<file path="config.mk">
export PLATFORM = sky130hd
export DESIGN_NAME = emc_ctrl
export DESIGN_NICKNAME = d
export VERILOG_FILES = /design/src/hdl/emc_pkg.sv /design/src/hdl/emc_q_if.sv /design/src/hdl/emc_queue.sv /design/src/hdl/emc_ctrl.sv
export SDC_FILE = /design/constraint.sdc
export NUM_CORES = 1
export LEC_CHECK = 0
export BUFFER_PORTS_ARGS = -buffer_cell sky130_fd_sc_hd__buf_2
export CORE_MARGIN = 8
export CORE_UTILIZATION = 45
export DETAILED_ROUTE_END_ITERATION = 10
export PLACE_DENSITY = 0.68
export SYNTH_ARGS = -nofsm -noshare
export SYNTH_HDL_FRONTEND = slang
export SYNTH_SLANG_ARGS = --single-unit
</file>
<file path="constraint.sdc">
create_clock -name clk -period 2.9 [get_ports clk]
set_clock_uncertainty 0.2 [all_clocks]
set_input_delay 0.145 -clock clk [delete_from_list [all_inputs] [get_ports clk]]
set_output_delay 0.145 -clock clk [all_outputs]
set_load 0.01 [all_outputs]
</file>
<file path="src/hdl/emc_pkg.sv">
// Constants, types and address map of the external memory bus controller
package emc_pkg;
  localparam int STATE_CLKS = 2;
  localparam logic [15:0] SFR_LAST = 16'h0017;
  localparam logic [15:0] SP_LAST = 16'h0019;
  localparam logic [15:0] PORT_REBUILD = 16'h1ffe;
  localparam logic [15:0] VEC_FIRST = 16'h2000;
  localparam logic [15:0] VEC_LAST = 16'h2011;
  localparam int VEC_COUNT = 9;
  localparam logic [15:0] CFG_ADDR = 16'h2018;
  localparam logic [15:0] JTS_ADDR = 16'h201a;
  localparam logic [15:0] JTS_OPCODES = 16'hfe27;
  localparam logic [15:0] KEY_FIRST = 16'h2020;
  localparam logic [15:0] KEY_LAST = 16'h202f;
  localparam logic [15:0] RESET_ADDR = 16'h2080;
  localparam logic [15:0] ROM_FIRST = 16'h2000;
  localparam logic [15:0] ROM_LAST = 16'h3fff;
  localparam logic [7:0] RESERVED_FILL = 8'hff;
  localparam logic [7:0] CFG_RESET = 8'hff;
  localparam int QUEUE_DEPTH = 4;
  localparam int RELOAD_STATES = 4;
  typedef enum logic [4:0] {
    S_IDLE = 5'b00001,
    S_RELOAD = 5'b00010,
    S_FLUSH = 5'b00100,
    S_ADDR = 5'b01000,
    S_STRB = 5'b10000
  } emc_state_t;
  typedef enum logic [1:0] {
    K_FETCH = 2'h0,
    K_DATA = 2'h1,
    K_CFG = 2'h2
  } emc_kind_t;
endpackage

</file>
<file path="src/hdl/emc_q_if.sv">
// Link between the bus sequencer and its prefetch queue
`timescale 1ns/10ps
interface emc_q_if;
  logic push;
  logic [7:0] wdata;
  logic pop;
  logic [7:0] rdata;
  logic flush;
  logic full;
  logic empty;
  modport ctl(output push, output wdata, output pop, output flush,
    input rdata, input full, input empty);
  modport fifo(input push, input wdata, input pop, input flush,
    output rdata, output full, output empty);
endinterface

</file>
<file path="src/hdl/emc_queue.sv">
// Four-byte instruction prefetch queue
`timescale 1ns/10ps
module emc_queue (
  input wire logic clk,
  input wire logic resetn,
  emc_q_if.fifo q
);
  logic [7:0] mem_reg [emc_pkg::QUEUE_DEPTH];
  logic [1:0] wr_reg, wr_next, rd_reg, rd_next;
  logic [2:0] cnt_reg, cnt_next;
  logic do_push, do_pop;

  assign do_push = q.push && !q.full;
  assign do_pop = q.pop && !q.empty;
  assign q.full = (cnt_reg == 3'(emc_pkg::QUEUE_DEPTH));
  assign q.empty = (cnt_reg == 3'h0);
  assign q.rdata = mem_reg[rd_reg];

  always_comb begin
    wr_next = wr_reg;
    rd_next = rd_reg;
    cnt_next = cnt_reg;
    if (q.flush) begin
      wr_next = 2'h0;
      rd_next = 2'h0;
      cnt_next = 3'h0;
    end else begin
      if (do_push) wr_next = wr_reg + 2'h1;
      if (do_pop) rd_next = rd_reg + 2'h1;
      cnt_next = cnt_reg + 3'(do_push) - 3'(do_pop);
    end
  end

  always_ff @(posedge clk or negedge resetn) begin
    if (!resetn) begin
      wr_reg <= 2'h0;
      rd_reg <= 2'h0;
      cnt_reg <= 3'h0;
    end else begin
      wr_reg <= wr_next;
      rd_reg <= rd_next;
      cnt_reg <= cnt_next;
    end
  end

  always_ff @(posedge clk) begin
    if (do_push && !q.flush) begin
      mem_reg[wr_reg] <= q.wdata;
    end
  end
endmodule

</file>
<file path="src/hdl/emc_ctrl.sv">
// Memory controller: address decode, slave PC, prefetch and external bus cycles
`timescale 1ns/10ps
module emc_ctrl #(
  parameter bit HAS_ROM = 1'b1
) (
  input wire logic clk,
  input wire logic resetn,
  input wire logic ext_access_sel_n,
  input wire logic [7:0] abus_data,
  input wire logic pc_wr_lo,
  input wire logic pc_wr_hi,
  output logic fetch_kind_valid,
  output logic [7:0] fetch_kind_byte,
  input wire logic fetch_kind_pop,
  input wire logic data_req,
  input wire logic data_wr,
  input wire logic data_word,
  input wire logic [15:0] data_addr,
  input wire logic [15:0] data_wdata,
  output logic [15:0] data_rdata,
  output logic data_done,
  output logic vector_hit,
  output logic key_hit,
  output logic [7:0] chip_config_reg,
  output logic [15:0] rom_addr,
  input wire logic [15:0] rom_data,
  output logic [15:0] mux_addr_data_o,
  output logic mux_addr_data_oe,
  input wire logic [15:0] mux_addr_data_i,
  output logic ale,
  output logic rd_n,
  output logic wr_n,
  output logic high_byte_enable_n,
  output logic fetch_kind
);
  localparam int RLD_MIN = 6;
  localparam int RLD_MAX = 10;

  function automatic logic in_range(input logic [15:0] a, input logic [15:0] lo,
    input logic [15:0] hi);
    in_range = (a >= lo) && (a <= hi);
  endfunction

  emc_q_if q();
  emc_queue u_queue (
    .clk(clk),
    .resetn(resetn),
    .q(q)
  );

  emc_pkg::emc_state_t state_reg, state_next;
  emc_pkg::emc_kind_t kind_reg, kind_next;
  logic [1:0] st_cnt_reg, st_cnt_next;
  logic tick;
  logic ea_done_reg, ea_done_next, ea_lat_reg, ea_lat_next;
  logic cfg_pend_reg, cfg_pend_next;
  logic [7:0] ccr_reg, ccr_next;
  logic [15:0] pc_reg, pc_next;
  logic [7:0] pc_lo_reg, pc_lo_next;
  logic [15:0] pc_new_reg, pc_new_next;
  logic reload_reg, reload_next;
  logic [15:0] op_addr_reg, op_addr_next;
  logic [15:0] op_wdata_reg, op_wdata_next;
  logic op_wr_reg, op_wr_next, op_word_reg, op_word_next;
  logic op_int_reg, op_int_next;
  logic [15:0] rdata_reg, rdata_next;
  logic done_reg, done_next;
  logic vec_reg, vec_next, key_reg, key_next;
  logic [15:0] rom_addr_reg, rom_addr_next;
  logic [15:0] ad_o_reg, ad_o_next;
  logic ad_oe_reg, ad_oe_next, ale_reg, ale_next;
  logic rd_n_reg, rd_n_next, wr_n_reg, wr_n_next;
  logic bhe_n_reg, bhe_n_next, fk_reg, fk_next;
  logic [15:0] src;
  logic [7:0] byte_in;
  logic regfile_hit;

  assign tick = (st_cnt_reg == 2'(emc_pkg::STATE_CLKS - 1));
  assign regfile_hit = (data_addr <= emc_pkg::SP_LAST);
  // Read data source picked at strobe end
  assign src = op_int_reg ? rom_data : mux_addr_data_i;
  // Odd bytes ride the upper lanes
  assign byte_in = op_addr_reg[0] ? src[15:8] : src[7:0];

  assign q.wdata = byte_in;
  assign q.pop = fetch_kind_pop;
  assign q.push = (state_reg == emc_pkg::S_STRB) && tick && (kind_reg == emc_pkg::K_FETCH);
  assign q.flush = (state_reg == emc_pkg::S_RELOAD);
  assign fetch_kind_valid = !q.empty;
  assign fetch_kind_byte = q.rdata;

  always_comb begin
    state_next = state_reg;
    kind_next = kind_reg;
    st_cnt_next = tick ? 2'h0 : st_cnt_reg + 2'h1;
    ea_done_next = 1'b1;
    ea_lat_next = ea_lat_reg;
    cfg_pend_next = cfg_pend_reg;
    ccr_next = ccr_reg;
    pc_next = pc_reg;
    pc_lo_next = pc_lo_reg;
    pc_new_next = pc_new_reg;
    reload_next = reload_reg;
    op_addr_next = op_addr_reg;
    op_wdata_next = op_wdata_reg;
    op_wr_next = op_wr_reg;
    op_word_next = op_word_reg;
    op_int_next = op_int_reg;
    rdata_next = rdata_reg;
    done_next = 1'b0;
    vec_next = vec_reg;
    key_next = key_reg;
    rom_addr_next = rom_addr_reg;
    ad_o_next = ad_o_reg;
    ad_oe_next = ad_oe_reg;
    ale_next = ale_reg;
    rd_n_next = rd_n_reg;
    wr_n_next = wr_n_reg;
    bhe_n_next = bhe_n_reg;
    fk_next = fk_reg;
    // Select level caught once after reset release
    if (!ea_done_reg) begin
      // High level allows internal program memory
      ea_lat_next = ext_access_sel_n;
    end
    // Reload image built from two internal bus bytes
    if (pc_wr_lo) begin
      pc_lo_next = abus_data;
    end
    if (pc_wr_hi) begin
      pc_new_next = {abus_data, pc_lo_reg};
      reload_next = 1'b1;
    end
    unique case (state_reg)
      emc_pkg::S_IDLE: begin
        if (ea_done_reg && !cfg_pend_reg && data_req && regfile_hit && !done_reg) begin
          // Register file accesses answered without a bus cycle
          rdata_next = 16'h0000;
          done_next = 1'b1;
        end else if (ea_done_reg && tick) begin
          if (cfg_pend_reg) begin
            kind_next = emc_pkg::K_CFG;
            op_addr_next = emc_pkg::CFG_ADDR;
            op_wr_next = 1'b0;
            op_word_next = 1'b0;
            state_next = emc_pkg::S_ADDR;
          end else if (reload_reg) begin
            state_next = emc_pkg::S_RELOAD;
          end else if (data_req && !regfile_hit && !done_reg) begin
            kind_next = emc_pkg::K_DATA;
            op_addr_next = data_addr;
            op_wdata_next = data_wdata;
            op_wr_next = data_wr;
            op_word_next = data_word;
            vec_next = in_range(data_addr, emc_pkg::VEC_FIRST, emc_pkg::VEC_LAST);
            key_next = in_range(data_addr, emc_pkg::KEY_FIRST, emc_pkg::KEY_LAST);
            state_next = emc_pkg::S_ADDR;
          end else if (!q.full) begin
            kind_next = emc_pkg::K_FETCH;
            op_addr_next = pc_reg;
            op_wr_next = 1'b0;
            op_word_next = 1'b0;
            state_next = emc_pkg::S_ADDR;
          end
        end
        if (state_next == emc_pkg::S_ADDR) begin
          op_int_next = HAS_ROM && ea_lat_reg &&
            in_range(op_addr_next, emc_pkg::ROM_FIRST, emc_pkg::ROM_LAST);
          rom_addr_next = op_addr_next;
          if (!op_int_next) begin
            // Latch strobe up with address and high enable
            ale_next = 1'b1;
            ad_o_next = op_addr_next;
            ad_oe_next = 1'b1;
            bhe_n_next = !(op_word_next || op_addr_next[0]);
            // Fetch kind marks instruction fetch address phase
            fk_next = (kind_next == emc_pkg::K_FETCH);
          end
        end
      end
      emc_pkg::S_RELOAD: begin
        // Reload spans two state times before the fetch
        if (tick) begin
          pc_next = pc_new_reg;
          reload_next = pc_wr_hi;
          state_next = emc_pkg::S_FLUSH;
        end
      end
      emc_pkg::S_FLUSH: begin
        if (tick) begin
          kind_next = emc_pkg::K_FETCH;
          op_addr_next = pc_reg;
          op_wr_next = 1'b0;
          op_word_next = 1'b0;
          op_int_next = HAS_ROM && ea_lat_reg &&
            in_range(pc_reg, emc_pkg::ROM_FIRST, emc_pkg::ROM_LAST);
          rom_addr_next = pc_reg;
          if (!op_int_next) begin
            ale_next = 1'b1;
            ad_o_next = pc_reg;
            ad_oe_next = 1'b1;
            bhe_n_next = !pc_reg[0];
            fk_next = 1'b1;
          end
          state_next = emc_pkg::S_ADDR;
        end
      end
      emc_pkg::S_ADDR: begin
        if (tick) begin
          // Latch strobe falls, address leaves the shared pins
          ale_next = 1'b0;
          fk_next = 1'b0;
          if (!op_int_reg) begin
            if (op_wr_reg) begin
              // Write data replaces address as the write strobe falls
              wr_n_next = 1'b0;
              ad_oe_next = 1'b1;
              if (op_word_reg) begin
                ad_o_next = op_wdata_reg;
              end else if (op_addr_reg[0]) begin
                ad_o_next = {op_wdata_reg[7:0], 8'h00};
              end else begin
                ad_o_next = {8'h00, op_wdata_reg[7:0]};
              end
            end else begin
              rd_n_next = 1'b0;
              ad_oe_next = 1'b0;
            end
          end
          state_next = emc_pkg::S_STRB;
        end
      end
      emc_pkg::S_STRB: begin
        if (tick) begin
          rd_n_next = 1'b1;
          wr_n_next = 1'b1;
          ad_oe_next = 1'b0;
          bhe_n_next = 1'b1;
          state_next = emc_pkg::S_IDLE;
          unique case (kind_reg)
            emc_pkg::K_FETCH: begin
              // Slave PC steps after each fetch
              pc_next = pc_reg + 16'h0001;
            end
            emc_pkg::K_CFG: begin
              // Configuration byte held until next reset
              ccr_next = byte_in;
              cfg_pend_next = 1'b0;
            end
            default: begin
              rdata_next = op_word_reg ? src : {8'h00, byte_in};
              done_next = 1'b1;
            end
          endcase
        end
      end
    endcase
  end

  always_ff @(posedge clk or negedge resetn) begin
    if (!resetn) begin
      state_reg <= emc_pkg::S_IDLE;
      kind_reg <= emc_pkg::K_FETCH;
      st_cnt_reg <= 2'h0;
      ea_done_reg <= 1'b0;
      ea_lat_reg <= 1'b0;
      cfg_pend_reg <= 1'b1;
      ccr_reg <= emc_pkg::CFG_RESET;
      // Fetching begins at the reset location
      pc_reg <= emc_pkg::RESET_ADDR;
      pc_lo_reg <= 8'h00;
      pc_new_reg <= 16'h0000;
      reload_reg <= 1'b0;
      op_addr_reg <= 16'h0000;
      op_wdata_reg <= 16'h0000;
      op_wr_reg <= 1'b0;
      op_word_reg <= 1'b0;
      op_int_reg <= 1'b0;
      rdata_reg <= 16'h0000;
      done_reg <= 1'b0;
      vec_reg <= 1'b0;
      key_reg <= 1'b0;
      rom_addr_reg <= 16'h0000;
      ad_o_reg <= 16'h0000;
      ad_oe_reg <= 1'b0;
      ale_reg <= 1'b0;
      rd_n_reg <= 1'b1;
      wr_n_reg <= 1'b1;
      bhe_n_reg <= 1'b1;
      fk_reg <= 1'b0;
    end else begin
      state_reg <= state_next;
      kind_reg <= kind_next;
      st_cnt_reg <= st_cnt_next;
      ea_done_reg <= ea_done_next;
      ea_lat_reg <= ea_lat_next;
      cfg_pend_reg <= cfg_pend_next;
      ccr_reg <= ccr_next;
      pc_reg <= pc_next;
      pc_lo_reg <= pc_lo_next;
      pc_new_reg <= pc_new_next;
      reload_reg <= reload_next;
      op_addr_reg <= op_addr_next;
      op_wdata_reg <= op_wdata_next;
      op_wr_reg <= op_wr_next;
      op_word_reg <= op_word_next;
      op_int_reg <= op_int_next;
      rdata_reg <= rdata_next;
      done_reg <= done_next;
      vec_reg <= vec_next;
      key_reg <= key_next;
      rom_addr_reg <= rom_addr_next;
      ad_o_reg <= ad_o_next;
      ad_oe_reg <= ad_oe_next;
      ale_reg <= ale_next;
      rd_n_reg <= rd_n_next;
      wr_n_reg <= wr_n_next;
      bhe_n_reg <= bhe_n_next;
      fk_reg <= fk_next;
    end
  end

  assign data_rdata = rdata_reg;
  assign data_done = done_reg;
  assign vector_hit = vec_reg;
  assign key_hit = key_reg;
  assign chip_config_reg = ccr_reg;
  assign rom_addr = rom_addr_reg;
  assign mux_addr_data_o = ad_o_reg;
  assign mux_addr_data_oe = ad_oe_reg;
  assign ale = ale_reg;
  assign rd_n = rd_n_reg;
  assign wr_n = wr_n_reg;
  assign high_byte_enable_n = bhe_n_reg;
  assign fetch_kind = fk_reg;
endmodule

</file>
[Word-level counts from Yosys, hierarchy flattened]
Memory sizes are Yosys's and may differ from the RTL's.
Index checks and enable logic that the tools add are counted.
Storage, ports and cells
  register bits: 160
  bits in writable memories: 32
  input port bits: 81
  output and inout port bits: 74
  word-level logic and storage cells: 243
  memories kept: 1
Cells by class
  $add $sub $neg: 6
  $lt $le $gt $ge: 9
  equal/unequal tests: 26
  multiplexer cells: 113
  bitwise logic cells: 3
  reduce and logical (&&, ||, !) cells: 54
Memory list
  u_queue.mem_reg: depth 4, width 8, rd ports 1, clocked after memory_dff 0, wr ports 1, RTL line emc_queue.sv:8  | logic [7:0] mem_reg [emc_pkg::QUEUE_DEPTH];
Operators by type and width (number)
  $mux 16: 26
  $pmux 16 s2: 4
  $ge 16x14->1 const B: 4
  $le 16x14->1 const B: 4
  $mux 5: 11
  $pmux 16 s3: 1
  $mux 1: 44
  $ne 2x2->1 const B: 14
  $mux 2: 13
  $pmux 5 s5: 1
  $reduce_and 6->1: 4
  $logic_and 1x1->1: 18
  $add 16x1->16 const B: 1
  $le 16x5->1 const B: 1
  $reduce_and 8->1: 2
  $pmux 1 s2: 6
  $reduce_and 4->1: 3
  $reduce_bool 2->1: 6
  $eq 5x4->1 const B: 2
  $reduce_and 5->1: 2
  $pmux 1 s3: 3
  $logic_not 1->1: 8
  $mux 8: 1
  $add 2x1->2 const B: 3
  24 further kinds: 29

[Longest topological paths before layout]
Gate-level depths: netlist of the first run.
  depth in word-level cells: 16
  depth in mapped cells: 12

[Hierarchy]
Synthesis of the first run repeated with hierarchy kept, for this count alone.
Unflattened totals
  cells, all modules: 885
  area, all modules: 9761.9 sq um
By module, submodules not included
  emc_ctrl: times used 1, cells each 795, area an instance 8142.8 sq um, sequential area each 3847.4 sq um
  emc_queue: times used 1, cells each 90, area an instance 1619.1 sq um, sequential area each 1136.1 sq um

[Worst setup path after synthesis of the first run]
Ideal clock, no wire load.
  path kind: register to register
  start: register state_reg[3]
  end: register u_queue.cnt_reg[1]
  library setup time: 119 ps
  arrival: 2666 ps
  required time: 2581 ps
  slack: -85 ps
  stages on the path, launching flop included: 9
  path buffers: 1
  period minus slack after synthesis: 2985 ps
  path through: dfrtp_1 -> clkbuf_1 -> or3_1 -> nor3b_2 -> nand2_1 -> nor4_2 -> ha_1 -> fa_1 -> and2_1
Between the ends
  word-level cells in the longest chain between the ends: 7
  elaborated cells on any way between the ends: 8
RTL lines
  start: declaration: RTL line emc_ctrl.sv:51  | emc_pkg::emc_state_t state_reg, state_next;
  start signal: assignment: RTL line emc_ctrl.sv:262  | state_reg <= emc_pkg::S_IDLE;
  start signal: assignment: RTL line emc_ctrl.sv:292  | state_reg <= state_next;
  $eq 5x5->1: RTL line emc_ctrl.sv:87  | assign q.push = (state_reg == emc_pkg::S_STRB) && tick && (kind_reg == emc_pkg::K_FETCH);
  $logic_and 1x1->1 (2 in a row): RTL line emc_ctrl.sv:87
  $logic_and 1x1->1: RTL line emc_queue.sv:13  | assign do_push = q.push && !q.full;
  $add 3x1->3: RTL line emc_queue.sv:30  | cnt_next = cnt_reg + 3'(do_push) - 3'(do_pop);
  $sub 3x1->3: RTL line emc_queue.sv:30
  $mux 3 *: RTL line emc_queue.sv:23  | if (q.flush) begin
  via u_queue.cnt_next[1]: RTL line emc_queue.sv:10  | logic [2:0] cnt_reg, cnt_next;
  end signal: assignment: RTL line emc_queue.sv:42  | cnt_reg <= cnt_next;
  end: declaration: RTL line emc_queue.sv:10
Mark *: on every way through the listed nets, which the timed path passes. The rest lies on a longest branch.
A chain may end at the register's enable or synchronous reset.

[Worst setup path after layout of the first run]
  start: input port data_addr[5]
  end: register ad_o_reg[5], in the netlist mux_addr_data_o[5]
Between the ends
  word-level cells in the longest chain between the ends: 15
  elaborated cells on any way between the ends: 29
RTL lines
  start: declaration: RTL line emc_ctrl.sv:18  | input wire logic [15:0] data_addr,
  $le 16x5->1: RTL line emc_ctrl.sv:79  | assign regfile_hit = (data_addr <= emc_pkg::SP_LAST);
  $logic_not 1->1: RTL line emc_ctrl.sv:149  | end else if (data_req && !regfile_hit && !done_reg) begin
  $logic_and 1x1->1 (2 in a row): RTL line emc_ctrl.sv:149
  $mux 16: RTL line emc_ctrl.sv:149
  $mux 16: RTL line emc_ctrl.sv:147  | end else if (reload_reg) begin
  $mux 16: RTL line emc_ctrl.sv:141  | if (cfg_pend_reg) begin
  $mux 16: RTL line emc_ctrl.sv:140  | end else if (ea_done_reg && tick) begin
  $mux 16: RTL line emc_ctrl.sv:136  | if (ea_done_reg && !cfg_pend_reg && data_req && regfile_hit && !done_reg) begin
  $mux 16: RTL line emc_ctrl.sv:134  | unique case (state_reg)
  $ge 16x14->1 or $le 16x14->1 (tied branches): RTL line emc_ctrl.sv:41  | in_range = (a >= lo) && (a <= hi);
  $logic_and 1x1->1: RTL line emc_ctrl.sv:41
  $logic_and 1x1->1: RTL line emc_ctrl.sv:167  | op_int_next = HAS_ROM && ea_lat_reg &&
  $ne 2x2->1 (no line)
  $reduce_and 8->1 (no line)
  end signal: assignment: RTL line emc_ctrl.sv:313  | ad_o_reg <= ad_o_next;
  end: declaration: RTL line emc_ctrl.sv:70  | logic [15:0] ad_o_reg, ad_o_next;
Several ways; a longest one is shown, not always the timed one. The select of a mux whose other input is x is not followed.

==> flow_summary.json, run 1 <==
{
  "outcome": "finished clean",
  "drt_pass1_iterations": 8,
  "drc": 0,
  "cp-end-kind": "register",
  "layoutNonFillerInstCount": 1422,
  "drive_gt1_share_pct": 28.1,
  "synth_cells": 895,
  "fin_crit_sh_pct": 94.2,
  "largest_register_ffs": 32,
  "slowest_delay_ns": 0.53,
  "clk_pin_slew_ns": 0.08,
  "synth_edf_count": 32,
  "worst_setup_path_start_kind": "input pin",
  "ys_seq_elements": 192,
  "setup-violations-final": 0,
  "synth_top_cell_by_area": "dfrtp_1",
  "crit_type": "in2reg",
  "htree_levels": 4,
  "dieWidth_um": 162,
  "setup_tns_ns": 0,
  "synthTopCellsByArea": "dfrtp_1 38%, edfxtp_1 10%, nand2_1 4.8%, dfstp_2 4.1%, mux4_2 3.8%",
  "globalRouteTotalUtil_pct": 21.6,
  "netlist_area_um2": 9530,
  "worst-path-buf-inv": 3,
  "ant_nets": 0,
  "async_flop_share_pct": 83.3,
  "layout_setup_ws_ns": 0.169,
  "initial_utilization_pct": 45.6,
  "cts.sinks": 192,
  "die_h_um": 162,
  "ys_seq_area_share_pct": 52.3,
  "place_ws_ns": 0.104,
  "core_um2": 20900,
  "p_leak_nw": 5.36,
  "finalWeightedCongestion": 0.925,
  "yosysMostFrequentCell": "dfrtp_1",
  "reg2reg_from": "st_cnt_reg[1]",
  "synth_cell_type_count": 71,
  "syn_area_per_cell_um2": 10.6,
  "slew_viol_final": 0,
  "clock_path_buffers": 2,
  "dp_cells": 1321,
  "diodes": 0,
  "power.density_nw_per_um2": 974,
  "grt_max_degree": 68,
  "period_minus_slack_ns": 2.73,
  "yosysWarnings": 0,
  "grt_pass1_wl_mm": 44.7,
  "reg2reg_slack_ns": 0.18,
  "fmax_mhz": 366,
  "critPathRequiredTime_ns": 3.01,
  "hp-class": "in2async",
  "synth_top_cell_area_share_pct": 38.1,
  "critical_path_peak_fanout": 16,
  "via_count": 8073,
  "crit_arrival_ns": 2.84,
  "rsz0062_at_grt": "false",
  "tightest_slew_ns": 1.22,
  "io_pins": 155,
  "die_area_um2": 26100,
  "cts_root_buf": "clkbuf_16",
  "ir_worst_vdd_mv": 0.597,
  "synthFlopType": "dfrtp_1",
  "slew_headroom_pct": 18.9,
  "cp_slowest_cell": "dlygate4sd3_1",
  "port_buffers": 154,
  "synth_common_cells": "145 x dfrtp_1, 122 x nand2_1, 63 x nor2_1",
  "num_rows": 53,
  "cp_cell_sequence": "dlygate4sd3_1, buf_2, nor4_2, nand2_2, o21ai_4, mux2i_1, o21ai_2, nor4_4, a211o_1, buf_12, mux2_1",
  "drtIter0Drc": 773,
  "reg2reg_to": "mux_addr_data_o[5]",
  "wl_per_cell_um": 19.6,
  "numCtsBuffers": 17,
  "postCtsSetupBuffers": 0,
  "nNetsFinal": 1224,
  "overflow": 0,
  "antenna_found_initial": 0,
  "viasPerCell": 5.68,
  "cts_tree": "built",
  "worst_path_dominant_cell_family": "buffers and inverters",
  "grt_pass1_vias": 8287,
  "syn-num-nets": 985,
  "hpwl_mm": 20.4,
  "max_cap_viol_count": 0,
  "hold_viol": 0,
  "areaGrowthSynthToFinish_pct": 27.5,
  "postRouteWirelength_mm": 27.8,
  "clk_latency_ns": 0.44,
  "worst-r2r-cell-count": 8
}
## stage by stage
stage          power, mW  utilization [%]  cell area [um2]  hold WS, ns
6_report            11.8             58.2            12100       0.0742
3_5_place_dp        9.45             52.1            10900      -0.0148
2_1_floorplan       7.51                -             9540       -0.351
3_3_place_gp        9.35             52.1            10900      -0.0202
5_1_grt             12.6             58.2            12100        0.117
4_1_cts             11.9             58.1            12100       0.0805
## power by group
group	internal [mW]	total, mW	switching [mW]
Combinational	2.36	5.29	2.93
Clock	1.13	2.24	1.11
Sequential	3.64	4.30	0.662
Total	7.13	11.8	4.71
## worst register-to-register path: stages (launching register included)
cell      delay, ns
dfrtp_1        0.40
nand3b_1       0.19
or2_0          0.29
or3_4          0.40
o21ai_2        0.26
nor4_4         0.09
a211o_1        0.27
buf_12         0.17
mux2_1         0.33
## routing by layer
metal	global-route usage (%)	routed length, um	up-vias
li1	-	-	3747
met1	27.6	11600	3916
met2	35.2	13500	350
met3	4.73	1810	60
met4	8.63	867	0
met5	0	0	-
## cells in the final DEF (no fill, tap or decap), drive strengths merged, types with 10 or more instances in the layout
cell,n
buf,212
dfrtp,145
nand2,122
dlygate4sd3,69
o21ai,69
nor2,63
a21oi,55
mux2,50
edfxtp,32
inv,25
mux2i,21
clkbuf,18
nand3,17
o31ai,17
nor3,17
mux4,16
nor2b,15
dfstp,15
and2,12
a211oi,10
a22oi,10
## cells by family (layout without fill, tap and decap cells)
family / count (synthesis) / after routing / share of synthesized area [%]
AO/OA/AOI/OAI: 237 / 237 / 16.4
XOR/XNOR: 4 / 4 / 0.368
adder cells (fa/ha/maj): 9 / 9 / 1.26
buffers and inverters: 79 / 331 / 3.31
flip-flops: 192 / 192 / 52.3
multiplexers: 87 / 87 / 12.2
other: 1 / 1 / 0.0394
AND/OR/NAND/NOR: 286 / 286 / 14.1
## worst max-delay path by stage
| stage | start | end | slack [ns] | cells after the start |
|---|---|---|---|---|
| floorplan | state_reg[3] | u_queue.cnt_reg[1] | 0.03 | 8 |
| global placement | data_addr[14] | mux_addr_data_o[1] | 0.14 | 10 |
| detailed placement | u_queue.cnt_reg[1] | mux_addr_data_o[6] | 0.10 | 10 |
| CTS | data_addr[5] | mux_addr_data_o[5] | 0.08 | 11 |
| global route | state_reg[0] | data_rdata[14] | 0.01 | 7 |
| finish | data_addr[5] | mux_addr_data_o[5] | 0.17 | 11 |
## final cells by class
cell class | instances | area (um2)
Inverter | 18 | 67.6
Tap cell | 275 | 344
Clock inverter | 14 | 123
Clock buffer | 18 | 429
Timing Repair Buffer | 281 | 1930
Fill cell | 1815 | 8740
Multi-Input combinational cell | 624 | 4270
Sequential cell | 192 | 4980
## timing repair
item | 4_1_cts | 5_1_grt
hold endpoints to repair | 119 | 0
resized for setup | 0 | 7
hold buffers | 69 | 0
endpoints found under the setup margin | 0 | 22
(Power assumes the default switching activity.)
==> run 2: changes to the inputs <==
--- a/config.mk
+++ b/config.mk
@@ -12,4 +12,5 @@
 export PLACE_DENSITY = 0.68
 export SYNTH_ARGS = -nofsm -noshare
 export SYNTH_HDL_FRONTEND = slang
+export SYNTH_HIERARCHICAL = 1
 export SYNTH_SLANG_ARGS = --single-unit
==> run 2 against run 1 <==
  * Register-to-register slack got worse by 0.17 ns
  * Synthesized area rose by 2.5%
  * Sequential cell count did not move
  * Via count rose by 2.5%
  * Critical path depth fell by 2
  * First-iteration DRC count fell by 3.5%
  * Wire length rose by 9.1%
  * Clock power rose by 8%
  * Power rose by 5.6%
  * Largest power group unchanged
==> flow_summary.json, run 2 <==
{
  "outcome": "finished clean",
  "critPathRequiredTime_ns": 3.01,
  "fmax_mhz": 346,
  "final_cell_mix": "153 x buf_2, 143 x dfrtp_1, 125 x nand2_1, 74 x dlygate4sd3_1, 68 x mux2_2",
  "netlist_area_um2": 9760,
  "dp_cells": 1323,
  "die_h_um": 163,
  "synth_compound_area_share_pct": 14.2,
  "grt_pass1_wl_mm": 47.5,
  "synth_top_family_by_area": "multiplexers",
  "cts_root_buf": "clkbuf_16",
  "ant_nets": 0,
  "power.density_nw_per_um2": 985,
  "layout_setup_ws_ns": 0.00984,
  "viasPerCell": 5.73,
  "initial_utilization_pct": 45.3,
  "report.power.total_mw": 12.5,
  "clk_latency_ns": 0.44,
  "clock_path_buffers": 2,
  "syn-num-nets": 975,
  "grt_max_degree": 81,
  "overflow": 0,
  "drt_pass1_iterations": 5,
  "fin_crit_sh_pct": 99.7,
  "drtIter0Drc": 746,
  "fin_util_pct": 58.9,
  "synthTopCellsByArea": "dfrtp_1 37%, edfxtp_1 9.8%, mux2_2 8.1%, mux4_2 5.5%, nand2_1 4.8%",
  "globalRouteTotalUtil_pct": 23.0,
  "cts_tree": "built",
  "nFillCells": 1790,
  "ys_seq_area_share_pct": 51.1,
  "synth_edf_count": 32,
  "tightest_slew_ns": 0.713,
  "grt_pass1_vias": 8375,
  "ir_worst_vdd_mv": 0.489,
  "synth_cells": 885,
  "core_um2": 21600,
  "max_cap_viol_count": 0,
  "diodes": 0,
  "synth-simple-area-share_pct": 12.8,
  "port_buffers": 154,
  "layout_commonest_cell": "buf_2",
  "synth-adder-area-share_pct": 1.23,
  "die_area_um2": 26700,
  "finalWeightedCongestion": 0.919,
  "place_ws_ns": -0.0666,
  "drc": 0,
  "yosysMostFrequentCell": "dfrtp_1",
  "synthFlopType": "dfrtp_1",
  "layoutNonFillerInstCount": 1444,
  "crit_type": "reg2reg",
  "p_leak_nw": 5.65,
  "async_flop_share_pct": 83.3,
  "rsz0062_at_grt": "true",
  "clk_pin_slew_ns": 0.08,
  "hp-class": "in2reg",
  "setup-violations-final": 0,
  "holdWs_ns": 0.0136,
  "yosysWarnings": 6,
  "cp-end-kind": "register",
  "syn_area_per_cell_um2": 11.0,
  "hold_viol": 0,
  "synth_common_cells": "145 x dfrtp_1, 125 x nand2_1, 70 x mux2_2",
  "io_pins": 155,
  "areaGrowthSynthToFinish_pct": 30.0,
  "nNetsFinal": 1241,
  "antenna_found_initial": 0,
  "slew_headroom_pct": 52.5,
  "cts.sinks": 192,
  "crit_arrival_ns": 3.00,
  "hpwl_mm": 21.3,
  "largest_register_ffs": 32,
  "synth-xor-area-share_pct": 0.269,
  "numCtsBuffers": 17,
  "drive_gt1_share_pct": 34.3,
  "postRouteWirelength_mm": 30.3,
  "num_rows": 54,
  "htree_levels": 4,
  "worst_setup_path_start_kind": "register",
  "wl_per_cell_um": 21.0,
  "critical_path_peak_fanout": 9,
  "via_count": 8275,
  "synth_cell_type_count": 64,
  "ys_seq_elements": 192,
  "period_minus_slack_ns": 2.89,
  "synth_top_cell_area_share_pct": 37.2,
  "slew_viol_final": 0,
  "synth_top_cell_by_area": "dfrtp_1",
  "synth.area.mux_share_pct": 17.5,
  "dieWidth_um": 163
}
[run 2: area by class of cell]
cell class,instances,area (um2),share of cell area (%)
tap,280,350,2.76
inverter,17,63.8,0.503
sequential,192,4990,39.3
timing repair buffer,300,2110,16.6
clock inverter,15,176,1.39
clock buffer,17,425,3.35
multi-input combinational,623,4580,36.1
[run 2: final timing paths]
check | startpoint | end | slack [ns] | depth (start not counted)
max | u_queue/cnt_reg[1] | mux_addr_data_o[0] | 0.01 | 9
min | data_addr[5] | vector_hit | 0.01 | 4
max reg2reg | u_queue/cnt_reg[1] | mux_addr_data_o[0] | 0.01 | 9
min reg2reg | wr_n | wr_n | 0.27 | 2
max in group asynchronous | resetn | state_reg[0] | 1.60 | 3
min in group asynchronous | resetn | data_rdata[6] | 0.02 | 2
[run 2: per-layer routing]
layer / wire (um) / GRT usage (%) / vias up
li1: - / - / 3768
met1: 12500 / 28.8 / 4089
met2: 15000 / 38.2 / 326
met3: 1570 / 3.88 / 92
met4: 1280 / 10.7 / 0
met5: 0 / 0 / -
[run 2: power breakdown]
group	switching (mW)	internal (mW)
clock network	1.23	1.18
registers	0.755	3.64
logic	3.01	2.68
total	5.00	7.50
[run 2: logic make-up (layout without fill, tap and decap cells)]
kind of cell	Yosys count	after routing
fa+ha+maj	9	9
mux	127	127
buf+inv	71	349
flops	192	192
other cells	1	1
xor+xnor	3	3
simple gates	266	267
compound gates	216	216
[run 2: metrics by stage]
| stage | cell area [um2] | TNS [ns] |
|---|---|---|
| 2_1_floorplan | 9770 | 0 |
| 3_3_place_gp | 11200 | 0 |
| 3_5_place_dp | 11200 | -0.474 |
| 4_1_cts | 12500 | 0 |
| 5_1_grt | 12700 | -0.567 |
| 6_report | 12700 | 0 |
[run 2: worst max-delay path, stage by stage, from the launching register on]
cell and delay [ns]:
dfrtp_1 0.41, nor3b_4 0.34, o21a_1 0.18, a211oi_1 0.05, a22oi_1 0.24, mux2i_1 0.18, a2111oi_4 0.47, a21boi_4 0.19
nand2_8 0.16, mux2_2 0.36
[run 2: repair_timing]
action,CTS,global route
gates resized for setup,2,15
gates cloned,0,1
setup endpoints to repair,17,29
pin swaps,0,10
setup buffers,2,18
hold buffers,74,0
endpoints found under the hold margin,217,0
==> run 3: changes to the inputs <==
==> constraint.sdc (replaced) <==
create_clock -name clk -period 2.3 [get_ports clk]
set_clock_uncertainty 0.2 [all_clocks]
set_input_delay 0.115 -clock clk [delete_from_list [all_inputs] [get_ports clk]]
set_output_delay 0.115 -clock clk [all_outputs]
set_load 0.01 [all_outputs]
==> run 3 against run 2 <==
  * The flow now finishes with violations (negative setup slack)
  * Global-route usage grew 2.2 points
  * Power grew 51%
  * Sequential share of layout area fell by 5.6 points
  * Register-to-register slack worse by 0.51 ns
  * Critical path type unchanged
  * Via count rose by 12%
  * Clock power rose by 33%
  * Non-clock buffer count grew 135
  * Final area grew 17%
  * Sequential cell count is the same
  * Final cell count is 9.5% higher
==> flow_summary.json, run 3 (synthesized netlist as in run 2, its figures left out) <==
{
  "globalRouteTotalUtil_pct": 25.2,
  "met2_length_mm": 17.4,
  "initial_utilization_pct": 45.3,
  "power.internal_mw": 11.4,
  "met1Wirelength_mm": 13.7,
  "switching_share_pct": 39.5,
  "grt_pass1_wl_mm": 52.1,
  "hpwl_mm": 22.6,
  "slew_headroom_pct": 63.3,
  "reg2reg_to": "mux_addr_data_o[11]",
  "p_leak_nw": 6.65,
  "cts_root_buf": "clkbuf_16",
  "seqPwrFrac_pct": 29.4,
  "multi_input_comb_area_um2": 5300,
  "numCtsBuffers": 17,
  "via_count": 9258,
  "wl_per_cell_um": 22.6,
  "regArea_um2": 4980,
  "die_h_um": 163,
  "layoutNonFillerInstCount": 1581,
  "finalWeightedCongestion": 0.902,
  "rsz0062_at_grt": "true",
  "num_rows": 54,
  "clockPowerShare_pct": 16.9,
  "combPwrFrac_pct": 53.7,
  "overflow": 0,
  "clock_path_buffers": 2,
  "cp-end-kind": "register",
  "power.density_nw_per_um2": 1280,
  "critical_path_peak_fanout": 6,
  "layout_commonest_cell": "buf_2",
  "clk_pin_slew_ns": 0.08,
  "period_minus_slack_ns": 2.80,
  "worst_setup_path_start_kind": "register",
  "drive_gt1_share_pct": 49.2,
  "clk_latency_ns": 0.45,
  "viasPerCell": 5.86,
  "nFillCells": 1432,
  "outcome": "finished with violations",
  "dr.max_layer_used": "met4",
  "ant_nets": 0,
  "postRouteWirelength_mm": 35.8,
  "slew_viol_final": 0,
  "final_cell_mix": "153 x buf_2, 152 x buf_4, 145 x dfrtp_1, 113 x nand2_1, 80 x dlygate4sd3_1",
  "worst-r2r-cell-count": 10,
  "fin_crit_sh_pct": 122,
  "largest_register_ffs": 32,
  "fmax_mhz": 357,
  "antenna_found_initial": 1,
  "violations": "negative setup slack",
  "core_um2": 21600,
  "reg2reg_from": "data_done",
  "drc": 0,
  "io_pins": 155,
  "areaGrowthSynthToFinish_pct": 51.6,
  "crit_type": "reg2reg",
  "drt_pass1_iterations": 7,
  "dp_cells": 1420,
  "dieWidth_um": 163,
  "layout_setup_ws_ns": -0.502,
  "report.power.total_mw": 18.9,
  "critPathRequiredTime_ns": 2.42,
  "cts_tree": "built",
  "ir_worst_vdd_mv": 0.739,
  "htree_levels": 4,
  "setup-violations-final": 137,
  "hp-class": "in2async",
  "grt_max_degree": 50,
  "reg2reg_slack_ns": -0.50,
  "crit_arrival_ns": 2.92,
  "hold_viol": 0,
  "nNetsFinal": 1377,
  "wl_met3_mm": 2.55,
  "grt_pass1_vias": 9391,
  "power_switching_mw": 7.46,
  "drtIter0Drc": 728,
  "tightest_slew_ns": 0.549,
  "setup_tns_ns": -23.57,
  "die_area_um2": 26700,
  "cts.sinks": 192,
  "port_buffers": 154,
  "max_cap_viol_count": 0
}
## run 3: cell types whose count changed in the layout (fill, tap and decap cells not counted), sizes merged
cell,previous run,this run
buf,226,350
clkinv,4,9
dlygate4sd3,74,80
nand2,128,127
diode,0,1
clkbuf,17,22
bufinv,0,2
inv,26,21
nor2,60,62
clkinvlp,2,0
## run 3: metal layers
metal  GRT usage [%]  up-vias
li1                -     4042
met1            30.7     4563
met2            41.3      500
met3            5.24      153
met4            13.5        0
met5               0        -
## run 3: worst max-delay path, stage by stage (launching register included)
cell,delay [ns]
dfrtp_1,0.40
nor2b_2,0.22
nand3b_1,0.22
o21a_1,0.26
buf_6,0.14
a22o_1,0.24
a211oi_2,0.21
a21boi_4,0.25
nand2_4,0.10
buf_6,0.15
mux2_4,0.30
## run 3: metrics by stage
| stage | hold slack, ns | area (um2) | worst slack [ns] | utilization [%] |
|---|---|---|---|---|
| 2_1_floorplan | -0.381 | 9970 | -0.490 | - |
| 3_3_place_gp | -0.0955 | 12100 | -0.497 | 56.0 |
| 3_5_place_dp | -0.0868 | 12100 | -0.468 | 56.0 |
| 4_1_cts | 0.00387 | 14100 | -0.387 | 65.3 |
| 5_1_grt | 0.0205 | 14800 | -0.536 | 68.7 |
| 6_report | 0.00214 | 14800 | -0.502 | 68.7 |
## run 3: how the worst max path moves through the flow
stage	from	end	slack, ns	cells after the start
2_1_floorplan	state_reg[1]	u_queue/cnt_reg[1]	-0.49	14
3_5_place_dp	data_addr[14]	mux_addr_data_o[0]	-0.47	11
4_1_cts	u_queue/cnt_reg[0]	mux_addr_data_o[0]	-0.39	11
6_report	data_done	mux_addr_data_o[11]	-0.50	10
5_1_grt	data_done	mux_addr_data_o[11]	-0.54	10
3_3_place_gp	data_addr[14]	mux_addr_data_o[11]	-0.50	11
## run 3: repair_timing
action | 4_1_cts | 5_1_grt
buffers inserted | 22 | 23
gates cloned | 4 | 7
gates resized for setup | 96 | 137
hold buffers | 80 | 0
endpoints found under the hold margin | 242 | 0
pin swaps | 31 | 44
endpoints found under the setup margin | 128 | 138
## run 3: power by group through the flow
stage | registers, mW | logic [mW] | clock network [mW]
2_1_floorplan | 5.48 | 4.38 | 0
3_3_place_gp | 5.48 | 7.52 | 0
3_5_place_dp | 5.50 | 7.66 | 0
4_1_cts | 5.46 | 8.44 | 3.23
5_1_grt | 5.65 | 10.7 | 3.35
6_report | 5.56 | 10.1 | 3.20
## run 3: cell type report
class / instances / area share [%]
Clock inverter: 15 / 1.45
Tap cell: 280 / 2.37
Multi-Input combinational cell: 624 / 35.8
Sequential cell: 192 / 33.7
Antenna cell: 1 / 0.0169
Timing Repair Buffer: 435 / 23.4
Clock buffer: 17 / 2.87
Inverter: 17 / 0.431
